### config.mk
export PLATFORM = sky130hd
export DESIGN_NAME = uma_serial_port
export DESIGN_NICKNAME = d
export VERILOG_FILES = /design/src/rtl/uma_pkg.sv /design/src/rtl/uma_bit_timer.sv /design/src/rtl/uma_serial_port.sv
export SDC_FILE = /design/constraint.sdc
export NUM_CORES = 1
export LEC_CHECK = 0
export BUFFER_PORTS_ARGS = -buffer_cell sky130_fd_sc_hd__buf_2
export CORE_MARGIN = 2
export CORE_UTILIZATION = 42
export CTS_CLUSTER_SIZE = 20
export DETAILED_ROUTE_END_ITERATION = 12
export GPL_ROUTABILITY_DRIVEN = 0
export GPL_TIMING_DRIVEN = 0
export PLACE_DENSITY_LB_ADDON = 0.25
export SLEW_MARGIN = 20
export SYNTH_ARGS = -nofsm -noshare
export SYNTH_HDL_FRONTEND = slang
export SYNTH_HIERARCHICAL = 1
export SYNTH_SLANG_ARGS = --single-unit
### constraint.sdc
create_clock -name mclk_in -period 3.3 [get_ports mclk_in]
set_input_delay 0.825 -clock mclk_in [delete_from_list [all_inputs] [get_ports mclk_in]]
set_output_delay 0.825 -clock mclk_in [all_outputs]
set_load 0.05 [all_outputs]
### src/rtl/uma_pkg.sv
// constants, types and the plain list of behaviours for the serial port with address match
// Function
// - three full-duplex asynchronous modes, independent rates
// - framing check only while framing enable set
// - invalid stop bit sets framing error flag
// - framing error sticky until software or reset
// - with framing check, receive flag on stop
// - given address is address masked by mask
// - all-ones mask means exact address match only; code also accepts the broadcast FF
// - broadcast is address OR mask, zeros ignored
// - ninth received bit loaded into receive field
// - transmit flag at 8th bit or stop start
// - all registers reset to zero, bit access; code gives bit writes to serial_control only
package uma_pkg;

  localparam logic [7:0] SERIAL_CONTROL_ADDR = 8'h98;
  localparam logic [7:0] SERIAL_DATA_BUFFER_ADDR = 8'h99;
  localparam logic [7:0] NODE_ADDRESS_ADDR = 8'hA9;
  localparam logic [7:0] NODE_ADDRESS_MASK_ADDR = 8'hB9;
  localparam logic [7:0] REG_RESET_VALUE = 8'h00;
  localparam logic [7:0] BYTE_ALL_ONES = 8'hFF;

  // receiver oversamples each bit sixteen times and samples in the middle
  localparam logic [3:0] RX_MID_SAMPLE = 4'h7;
  localparam logic [3:0] RX_LAST_BIT_EIGHT = 4'h7;
  localparam logic [3:0] RX_LAST_BIT_NINE = 4'h8;
  localparam logic [2:0] TX_LAST_BIT = 3'h7;

  typedef enum logic [1:0] {
    MODE_SHIFT = 2'b00,
    MODE_8BIT = 2'b01,
    MODE_9BIT_FIXED = 2'b10,
    MODE_9BIT_VAR = 2'b11
  } uma_mode_type;

  typedef enum logic [1:0] {
    RX_IDLE = 2'b00,
    RX_START = 2'b01,
    RX_DATA = 2'b10,
    RX_STOP = 2'b11
  } uma_rx_state_type;

  typedef enum logic [2:0] {
    TX_IDLE = 3'b000,
    TX_START = 3'b001,
    TX_DATA = 3'b010,
    TX_NINTH = 3'b011,
    TX_STOP = 3'b100
  } uma_tx_state_type;

  // serial_control layout, bit 7 down to bit 0
  typedef struct packed {
    logic error_or_mode0;
    logic serial_mode_bit_one;
    logic multiprocessor_enable;
    logic receive_enable;
    logic transmit_ninth_bit;
    logic receive_ninth_bit;
    logic transmit_complete_flag;
    logic receive_complete_flag;
  } uma_serial_control_type;

  typedef struct packed {
    logic [7:0] addr;
    logic [7:0] wdata;
    logic wr;
    logic rd;
    logic bit_wr;
    logic [2:0] bit_sel;
    logic bit_val;
  } uma_sfr_req_type;

endpackage

### src/rtl/uma_bit_timer.sv
// rate tick generator: one pulse every divisor plus one clocks
`timescale 1ns/1ps
module uma_bit_timer #(
  parameter int DIV_W = 16
) (
  input wire logic mclk_in,
  input wire logic reset_in,
  input wire logic [DIV_W-1:0] divisor_in,
  output logic tick_out
);
  logic [DIV_W-1:0] cnt_q;

  generate
    if (DIV_W < 2) begin : g_bad_width
      $error("divisor width below two");
    end
  endgenerate

  always_ff @(posedge mclk_in) begin
    if (reset_in) begin
      cnt_q <= '0;
      tick_out <= 1'b0;
    end else if (cnt_q >= divisor_in) begin
      cnt_q <= '0;
      tick_out <= 1'b1;
    end else begin
      cnt_q <= cnt_q + 1'b1;
      tick_out <= 1'b0;
    end
  end
endmodule // uma_bit_timer

### src/rtl/uma_serial_port.sv
// serial port: sfr registers, transmitter, receiver with framing check and address match
`timescale 1ns/1ps
module uma_serial_port #(
  parameter int DIV_W = 16
) (
  input wire logic mclk_in,
  input wire logic reset_in,
  input wire uma_pkg::uma_sfr_req_type sfr_req_in,
  output logic [7:0] sfr_rdata_out,
  input wire logic framing_check_enable_in,
  input wire logic [DIV_W-1:0] tx_divisor_in,
  input wire logic [DIV_W-1:0] rx_divisor_in,
  input wire logic rxd_in,
  output logic txd_out
);
  uma_pkg::uma_serial_control_type serial_control_q;
  logic fe_q;
  logic sm0_q;
  logic [7:0] rx_buf_q;
  logic [7:0] node_addr_q;
  logic [7:0] node_mask_q;
  logic [7:0] serial_control_rd;
  logic [7:0] serial_control_sw;
  logic serial_control_wr;
  logic fce;
  uma_pkg::uma_mode_type mode;

  logic tx_tick;
  logic rx_tick;
  uma_pkg::uma_tx_state_type tx_state_q, tx_state_d;
  logic [7:0] tx_shift_q, tx_shift_d;
  logic [2:0] tx_bit_q, tx_bit_d;
  logic tx_b9_q;
  logic tx_shift_mode_q;
  logic tx_nine_q;
  logic tx_start;
  logic ti_set;
  logic line_d;

  uma_pkg::uma_rx_state_type rx_state_q;
  logic [3:0] rx_cnt_q;
  logic [3:0] rx_bit_q;
  logic [8:0] rx_shift_q;
  logic rx_nine_q;
  logic rx_mid;
  logic last_bit_evt;
  logic stop_evt;
  logic done_evt;
  logic [8:0] frame;
  logic [7:0] rx_byte;
  logic rx_ninth;
  logic given_hit;
  logic bcast_hit;
  logic rx_accept;
  logic fe_set;
  logic [7:0] bcast_addr;

  uma_bit_timer #(.DIV_W(DIV_W)) u_tx_timer (
    .mclk_in(mclk_in),
    .reset_in(reset_in),
    .divisor_in(tx_divisor_in),
    .tick_out(tx_tick)
  );

  // receive timer runs at sixteen times the bit rate, independent of transmit
  uma_bit_timer #(.DIV_W(DIV_W)) u_rx_timer (
    .mclk_in(mclk_in),
    .reset_in(reset_in),
    .divisor_in(rx_divisor_in),
    .tick_out(rx_tick)
  );

  assign fce = framing_check_enable_in;
  assign mode = uma_pkg::uma_mode_type'({sm0_q, serial_control_q.serial_mode_bit_one});

  // register access
  always_comb begin
    serial_control_rd = serial_control_q;
    serial_control_rd[7] = fce ? fe_q : sm0_q;
    serial_control_sw = serial_control_rd;
    serial_control_wr = 1'b0;
    if (sfr_req_in.addr == uma_pkg::SERIAL_CONTROL_ADDR) begin
      if (sfr_req_in.wr) begin
        serial_control_sw = sfr_req_in.wdata;
        serial_control_wr = 1'b1;
      end else if (sfr_req_in.bit_wr) begin
        serial_control_sw[sfr_req_in.bit_sel] = sfr_req_in.bit_val;
        serial_control_wr = 1'b1;
      end
    end
  end

  always_ff @(posedge mclk_in) begin
    if (reset_in) begin
      sfr_rdata_out <= uma_pkg::REG_RESET_VALUE;
    end else if (sfr_req_in.rd) begin
      unique case (sfr_req_in.addr)
        uma_pkg::SERIAL_CONTROL_ADDR: sfr_rdata_out <= serial_control_rd;
        uma_pkg::SERIAL_DATA_BUFFER_ADDR: sfr_rdata_out <= rx_buf_q;
        uma_pkg::NODE_ADDRESS_ADDR: sfr_rdata_out <= node_addr_q;
        uma_pkg::NODE_ADDRESS_MASK_ADDR: sfr_rdata_out <= node_mask_q;
        default: sfr_rdata_out <= uma_pkg::REG_RESET_VALUE;
      endcase
    end
  end

  always_ff @(posedge mclk_in) begin
    if (reset_in) begin
      node_addr_q <= uma_pkg::REG_RESET_VALUE;
      node_mask_q <= uma_pkg::REG_RESET_VALUE;
    end else if (sfr_req_in.wr) begin
      if (sfr_req_in.addr == uma_pkg::NODE_ADDRESS_ADDR) begin
        node_addr_q <= sfr_req_in.wdata;
      end
      if (sfr_req_in.addr == uma_pkg::NODE_ADDRESS_MASK_ADDR) begin
        node_mask_q <= sfr_req_in.wdata;
      end
    end
  end

  // control register: hardware sets win over a software clear in the same cycle
  always_ff @(posedge mclk_in) begin
    if (reset_in) begin
      serial_control_q <= uma_pkg::REG_RESET_VALUE;
      fe_q <= 1'b0;
      sm0_q <= 1'b0;
    end else begin
      if (serial_control_wr) begin
        serial_control_q[6:3] <= serial_control_sw[6:3];
        if (fce) begin
          fe_q <= serial_control_sw[7] | fe_set;
        end else begin
          sm0_q <= serial_control_sw[7];
        end
      end else if (fe_set) begin
        fe_q <= 1'b1;
      end
      serial_control_q.receive_ninth_bit <= (rx_accept && rx_nine_q) ? rx_ninth
                                  : (serial_control_wr ? serial_control_sw[2] : serial_control_q.receive_ninth_bit);
      serial_control_q.transmit_complete_flag <= ti_set | (serial_control_wr ? serial_control_sw[1]
                                       : serial_control_q.transmit_complete_flag);
      serial_control_q.receive_complete_flag <= rx_accept | (serial_control_wr ? serial_control_sw[0]
                                      : serial_control_q.receive_complete_flag);
    end
  end

  // transmitter; a data-buffer write while busy is ignored
  assign tx_start = sfr_req_in.wr && (sfr_req_in.addr == uma_pkg::SERIAL_DATA_BUFFER_ADDR)
                    && (tx_state_q == uma_pkg::TX_IDLE);

  always_comb begin
    tx_state_d = tx_state_q;
    tx_shift_d = tx_shift_q;
    tx_bit_d = tx_bit_q;
    ti_set = 1'b0;
    unique case (tx_state_q)
      uma_pkg::TX_IDLE: begin
        if (tx_start) begin
          tx_shift_d = sfr_req_in.wdata;
          tx_bit_d = 3'h0;
          tx_state_d = (mode == uma_pkg::MODE_SHIFT) ? uma_pkg::TX_DATA : uma_pkg::TX_START;
        end
      end
      uma_pkg::TX_START: begin
        if (tx_tick) begin
          tx_state_d = uma_pkg::TX_DATA;
        end
      end
      uma_pkg::TX_DATA: begin
        if (tx_tick) begin
          tx_shift_d = {1'b1, tx_shift_q[7:1]};
          tx_bit_d = tx_bit_q + 3'h1;
          if (tx_bit_q == uma_pkg::TX_LAST_BIT) begin
            if (tx_shift_mode_q) begin
              tx_state_d = uma_pkg::TX_IDLE;
              ti_set = 1'b1;
            end else if (tx_nine_q) begin
              tx_state_d = uma_pkg::TX_NINTH;
            end else begin
              tx_state_d = uma_pkg::TX_STOP;
              ti_set = 1'b1;
            end
          end
        end
      end
      uma_pkg::TX_NINTH: begin
        if (tx_tick) begin
          tx_state_d = uma_pkg::TX_STOP;
          ti_set = 1'b1;
        end
      end
      uma_pkg::TX_STOP: begin
        if (tx_tick) begin
          tx_state_d = uma_pkg::TX_IDLE;
        end
      end
      default: tx_state_d = uma_pkg::TX_IDLE;
    endcase
    unique case (tx_state_d)
      uma_pkg::TX_START: line_d = 1'b0;
      uma_pkg::TX_DATA: line_d = tx_shift_d[0];
      uma_pkg::TX_NINTH: line_d = tx_b9_q;
      default: line_d = 1'b1;
    endcase
  end

  always_ff @(posedge mclk_in) begin
    if (reset_in) begin
      tx_state_q <= uma_pkg::TX_IDLE;
      tx_shift_q <= 8'h00;
      tx_bit_q <= 3'h0;
      txd_out <= 1'b1;
    end else begin
      tx_state_q <= tx_state_d;
      tx_shift_q <= tx_shift_d;
      tx_bit_q <= tx_bit_d;
      txd_out <= line_d;
    end
  end

  // frame shape is caught at start so a mid-frame mode change cannot tear it
  always_ff @(posedge mclk_in) begin
    if (reset_in) begin
      tx_b9_q <= 1'b0;
      tx_shift_mode_q <= 1'b0;
      tx_nine_q <= 1'b0;
    end else if (tx_start) begin
      tx_b9_q <= serial_control_q.transmit_ninth_bit;
      tx_shift_mode_q <= (mode == uma_pkg::MODE_SHIFT);
      tx_nine_q <= sm0_q;
    end
  end

  // receiver, asynchronous modes only
  assign rx_mid = rx_tick && (rx_cnt_q == uma_pkg::RX_MID_SAMPLE);
  assign last_bit_evt = (rx_state_q == uma_pkg::RX_DATA) && rx_mid
      && (rx_bit_q == (rx_nine_q ? uma_pkg::RX_LAST_BIT_NINE : uma_pkg::RX_LAST_BIT_EIGHT));
  assign stop_evt = (rx_state_q == uma_pkg::RX_STOP) && rx_mid;
  assign done_evt = fce ? stop_evt : last_bit_evt;
  assign frame = fce ? rx_shift_q : {rxd_in, rx_shift_q[8:1]};
  assign rx_byte = rx_nine_q ? frame[7:0] : frame[8:1];
  assign rx_ninth = rx_nine_q & frame[8];
  assign given_hit = ((rx_byte ^ node_addr_q) & node_mask_q) == 8'h00;
  assign bcast_addr = node_addr_q | node_mask_q;
  assign bcast_hit = ((rx_byte ^ bcast_addr) & bcast_addr) == 8'h00;
  assign fe_set = fce && stop_evt && !rxd_in;
  // a frame is lost when the previous one has not been acknowledged
  assign rx_accept = done_evt && !serial_control_q.receive_complete_flag
      && (!serial_control_q.multiprocessor_enable
          || (rx_nine_q ? (rx_ninth && (given_hit || bcast_hit)) : (!fce || rxd_in)));

  always_ff @(posedge mclk_in) begin
    if (reset_in) begin
      rx_state_q <= uma_pkg::RX_IDLE;
      rx_cnt_q <= 4'h0;
      rx_bit_q <= 4'h0;
      rx_shift_q <= 9'h000;
      rx_nine_q <= 1'b0;
    end else begin
      if (rx_state_q != uma_pkg::RX_IDLE && rx_tick) begin
        rx_cnt_q <= rx_cnt_q + 4'h1;
      end
      unique case (rx_state_q)
        uma_pkg::RX_IDLE: begin
          if (serial_control_q.receive_enable && mode != uma_pkg::MODE_SHIFT && !rxd_in) begin
            rx_state_q <= uma_pkg::RX_START;
            rx_cnt_q <= 4'h0;
            rx_nine_q <= sm0_q;
          end
        end
        uma_pkg::RX_START: begin
          if (rx_mid) begin
            rx_bit_q <= 4'h0;
            rx_state_q <= rxd_in ? uma_pkg::RX_IDLE : uma_pkg::RX_DATA;
          end
        end
        uma_pkg::RX_DATA: begin
          if (rx_mid) begin
            rx_shift_q <= {rxd_in, rx_shift_q[8:1]};
            rx_bit_q <= rx_bit_q + 4'h1;
            if (last_bit_evt) begin
              rx_state_q <= uma_pkg::RX_STOP;
            end
          end
        end
        uma_pkg::RX_STOP: begin
          if (rx_mid) begin
            rx_state_q <= uma_pkg::RX_IDLE;
          end
        end
      endcase
    end
  end

  always_ff @(posedge mclk_in) begin
    if (reset_in) begin
      rx_buf_q <= uma_pkg::REG_RESET_VALUE;
    end else if (rx_accept) begin
      rx_buf_q <= rx_byte;
    end
  end
endmodule // uma_serial_port

==> flow_metrics.py <==
metrics = {
    "power_and_ir_drop": {
        "p_total_w": 0.00342,
        "p_seq_frac": 0.405,
        "p_sw_w": 0.000830,
        "internal_power_w": 0.00259,
        "power_density_nw_per_um2": 424,
        "switching_share": 0.243,
        "leakagePower_nw": 3.24,
        "clockPowerShare": 0.532,
        "ir_drop_v": 0.000354,
        "power_frac_comb": 0.063,
    },
    "synthesis": {
        "synthCells": 800,
        "synth_ff_type": "dfxtp_1",
        "avgSynthCellArea_um2": 8.59,
        "synthDistinctLibCells": 75,
        "synth.top_cell.area_share": 0.329,
        "synth_top_area_cell": "dfxtp_1",
        "synth_edf_count": 0,
        "synth.area.top_cells": "dfxtp_1 33%, ha_1 6.9%, mux2i_1 4.5%",
        "yosysSeqAreaShare": 0.329,
        "ys_ff_latch": 113,
        "netlist_area_um2": 6870,
        "synthArstFlopShare": 0,
        "synth_warnings": 6,
        "synthesis.nets": 897,
    },
    "critical_path": {
        "end_kind": "flop",
        "endpoint": "txd_out$_SDFF_PP1_",
        "startpoint": "sfr_req_in[17]",
        "crit-reg2reg-launch": "rx_cnt_q[0]$_SDFF_PP0_",
        "critical_path_arrival_ns": 3.03,
        "reg2regPathDepth": 10,
        "reg2reg_to": "rx_buf_q[7]$_SDFFE_PP0P_",
        "start_kind": "input pin",
        "critPathKind": "in2reg",
        "r2r_slack_ns": 0.60,
        "critPathMaxFanout": 10,
        "worst-endpoint-required_ns": 3.58,
    },
    "run": {
        "cap_viol_max_count": 0,
    },
    "layout": {
        "drive_above_1_share": 0.192,
        "areaGrowthSynthToFinish_pct": 17.3,
        "stdcell_area_um2": 8060,
        "layout.nets": 982,
        "antennaDiodeCount": 0,
    },
    "sta": {
        "slew_violations": 0,
        "finalCriticalPeriod_ns": 2.75,
        "hold-worst-slack_ns": 0.453,
        "rsz0062_at_grt": "no",
        "finalSetupTns_ns": 0,
        "relSlewSlack": 0.373,
        "worst_slack_ns": 0.552,
        "setup_viol": 0,
        "hold_viol_final": 0,
        "fin_skew_ns": 0.00939,
        "worst_pin_slew_ns": 0.936,
        "min_period_over_period": 0.833,
        "fmax_mhz": 364,
    },
    "cts": {
        "htreeDepth": 4,
        "post_cts_buffers": 0,
        "cts_resized": 0,
        "cts_inserted_buffers": 17,
        "clock-sinks": 113,
        "cts_tree": "built",
        "clock_latency_ns": 0.42,
        "cts.path.max_buffers": 2,
        "clk_pin_slew_worst_paths_ns": 0.06,
        "holdBufCountCts": 0,
        "cts_root_buf": "clkbuf_16",
    },
    "global_routing": {
        "grt_max_degree": 17,
        "grt_pass1_wl_um": 28500,
        "antenna_found_initial": 0,
        "first_global_vias": 5684,
        "grt-ovfl-total": 0,
        "grt_util_all_layers": 0.204,
    },
    "place": {
        "pre_cts_ws_ns": 0.0829,
        "placed_area_um2": 7470,
        "dp_hpwl_um": 12800,
        "numPortBuffers": 66,
    },
    "route": {
        "ant_nets": 0,
        "drt_wl_total_um": 17500,
        "routedWlPerCell_um": 15.8,
        "first_pass_iters": 5,
        "via_per_inst": 5.55,
        "drc": 0,
        "first_iter_violations": 352,
        "vias": 6188,
    },
    "floorplan": {
        "num_rows": 46,
        "fp.dieH_um": 132,
        "die_x_um": 132,
        "core_um2": 15900,
        "initial_utilization": 0.431,
        "num_io_pins": 68,
        "dieArea_um2": 17400,
    },
    "min_path": {
        "hold_path.class": "reg2reg",
    },
    "status": {
        "outcome": "finished clean",
    },
}
synthesized netlist by cell type, drive strengths merged, types with 19 or more instances:
master / count
ha: 38
nor2: 74
buf: 19
o21ai: 44
mux2i: 34
nor3: 42
nand4: 21
nand2: 60
clkbuf: 23
inv: 46
dfxtp: 113
xor2: 29
nand3: 29
a21oi: 58
critical path: stages:
cell       delay [ns]
buf_2            0.09
nand4bb_1        0.33
nor4_4           0.61
nand4b_1         0.45
nor3_1           0.36
a21o_1           0.15
and3_1           0.14
o21ai_1          0.06
how the worst min path moves through the flow:
stage	start	to	depth (start not counted)
2_1_floorplan	tx_shift_q[1]$_SDFFE_PP0P_	tx_shift_q[1]$_SDFFE_PP0P_	2
3_5_place_dp	tx_shift_q[5]$_SDFFE_PP0P_	tx_shift_q[5]$_SDFFE_PP0P_	2
5_1_grt	tx_shift_q[5]$_SDFFE_PP0P_	tx_shift_q[5]$_SDFFE_PP0P_	2
3_3_place_gp	tx_shift_q[1]$_SDFFE_PP0P_	tx_shift_q[1]$_SDFFE_PP0P_	2
6_report	tx_shift_q[5]$_SDFFE_PP0P_	tx_shift_q[5]$_SDFFE_PP0P_	2
4_1_cts	tx_shift_q[5]$_SDFFE_PP0P_	tx_shift_q[5]$_SDFFE_PP0P_	2
per-layer routing:
metal	wire, µm	vias to the layer above	track usage
met4	418	0	0.0797
met2	8310	166	0.335
met3	873	39	0.0481
met5	0	-	0
met1	7950	2930	0.258
li1	-	3053	-
power groups by stage:
stage	Clock, W	Sequential, W	Combinational [W]
floorplan	0	0.00141	0.000131
CTS	0.00184	0.00138	0.000216
global placement	0	0.00141	0.000213
finish	0.00182	0.00138	0.000216
global route	0.00190	0.00139	0.000241
detailed placement	0	0.00141	0.000215
registers in the layout, summed over array words and instances, names as in the netlist, 3 cells and up, named ones only:
name              flops
sfr_rdata_out         8
tx_bit_q              3
rx_bit_q              4
u_rx_timer/cnt_q     16
rx_cnt_q              4
tx_state_q            3
serial_control_q      6
node_addr_q           8
u_tx_timer/cnt_q     16
rx_shift_q            9
node_mask_q           8
tx_shift_q            8
rx_buf_q              8
cells in the final DEF (no fill, tap or decap), types with 9 or more instances in the layout:
master     instances
xor2_1            29
o21ai_1           10
o21ai_0           34
o22ai_1            9
nand3_1           29
nor3_2            22
a21oi_1           58
and2_1            11
xnor2_1           16
buf_2             74
inv_1             46
nand4_1           21
a22oi_1           10
mux2i_1           31
nor3_1            18
clkbuf_1          24
dfxtp_1          113
a221oi_1           9
nand2_1           60
ha_1              38
clkbuf_16         17
and3_1            13
nor2_1            74
per-stage QoR:
| stage | instances | util |
|---|---|---|
| finish | 1114 | 0.505 |
| global route | 1114 | 0.505 |
| CTS | 1114 | 0.505 |
| detailed placement | 1082 | 0.469 |
| global placement | 1082 | 0.469 |
| floorplan | 800 | - |
logic make-up after synthesis:
group | count (synthesis) | synth area share
and+or+nand+nor | 290 | 0.236
AOI/OAI and AO/OA | 182 | 0.178
buffers and inverters | 88 | 0.0588
adders and majority gates | 38 | 0.0692
muxes | 44 | 0.0716
DFF | 113 | 0.329
xor gates and xnor gates | 45 | 0.0574
layout make-up:
type / count / area [µm²]
buffer: 42 / 231
clock buffer: 19 / 443
clock inverter: 13 / 138
fill: 1572 / 7890
inverter: 46 / 173
multi-input combinational: 599 / 4210
sequential: 113 / 2260
tap: 216 / 270
timing repair buffer: 66 / 330
No activity file was read; power rests on OpenSTA's default activity.
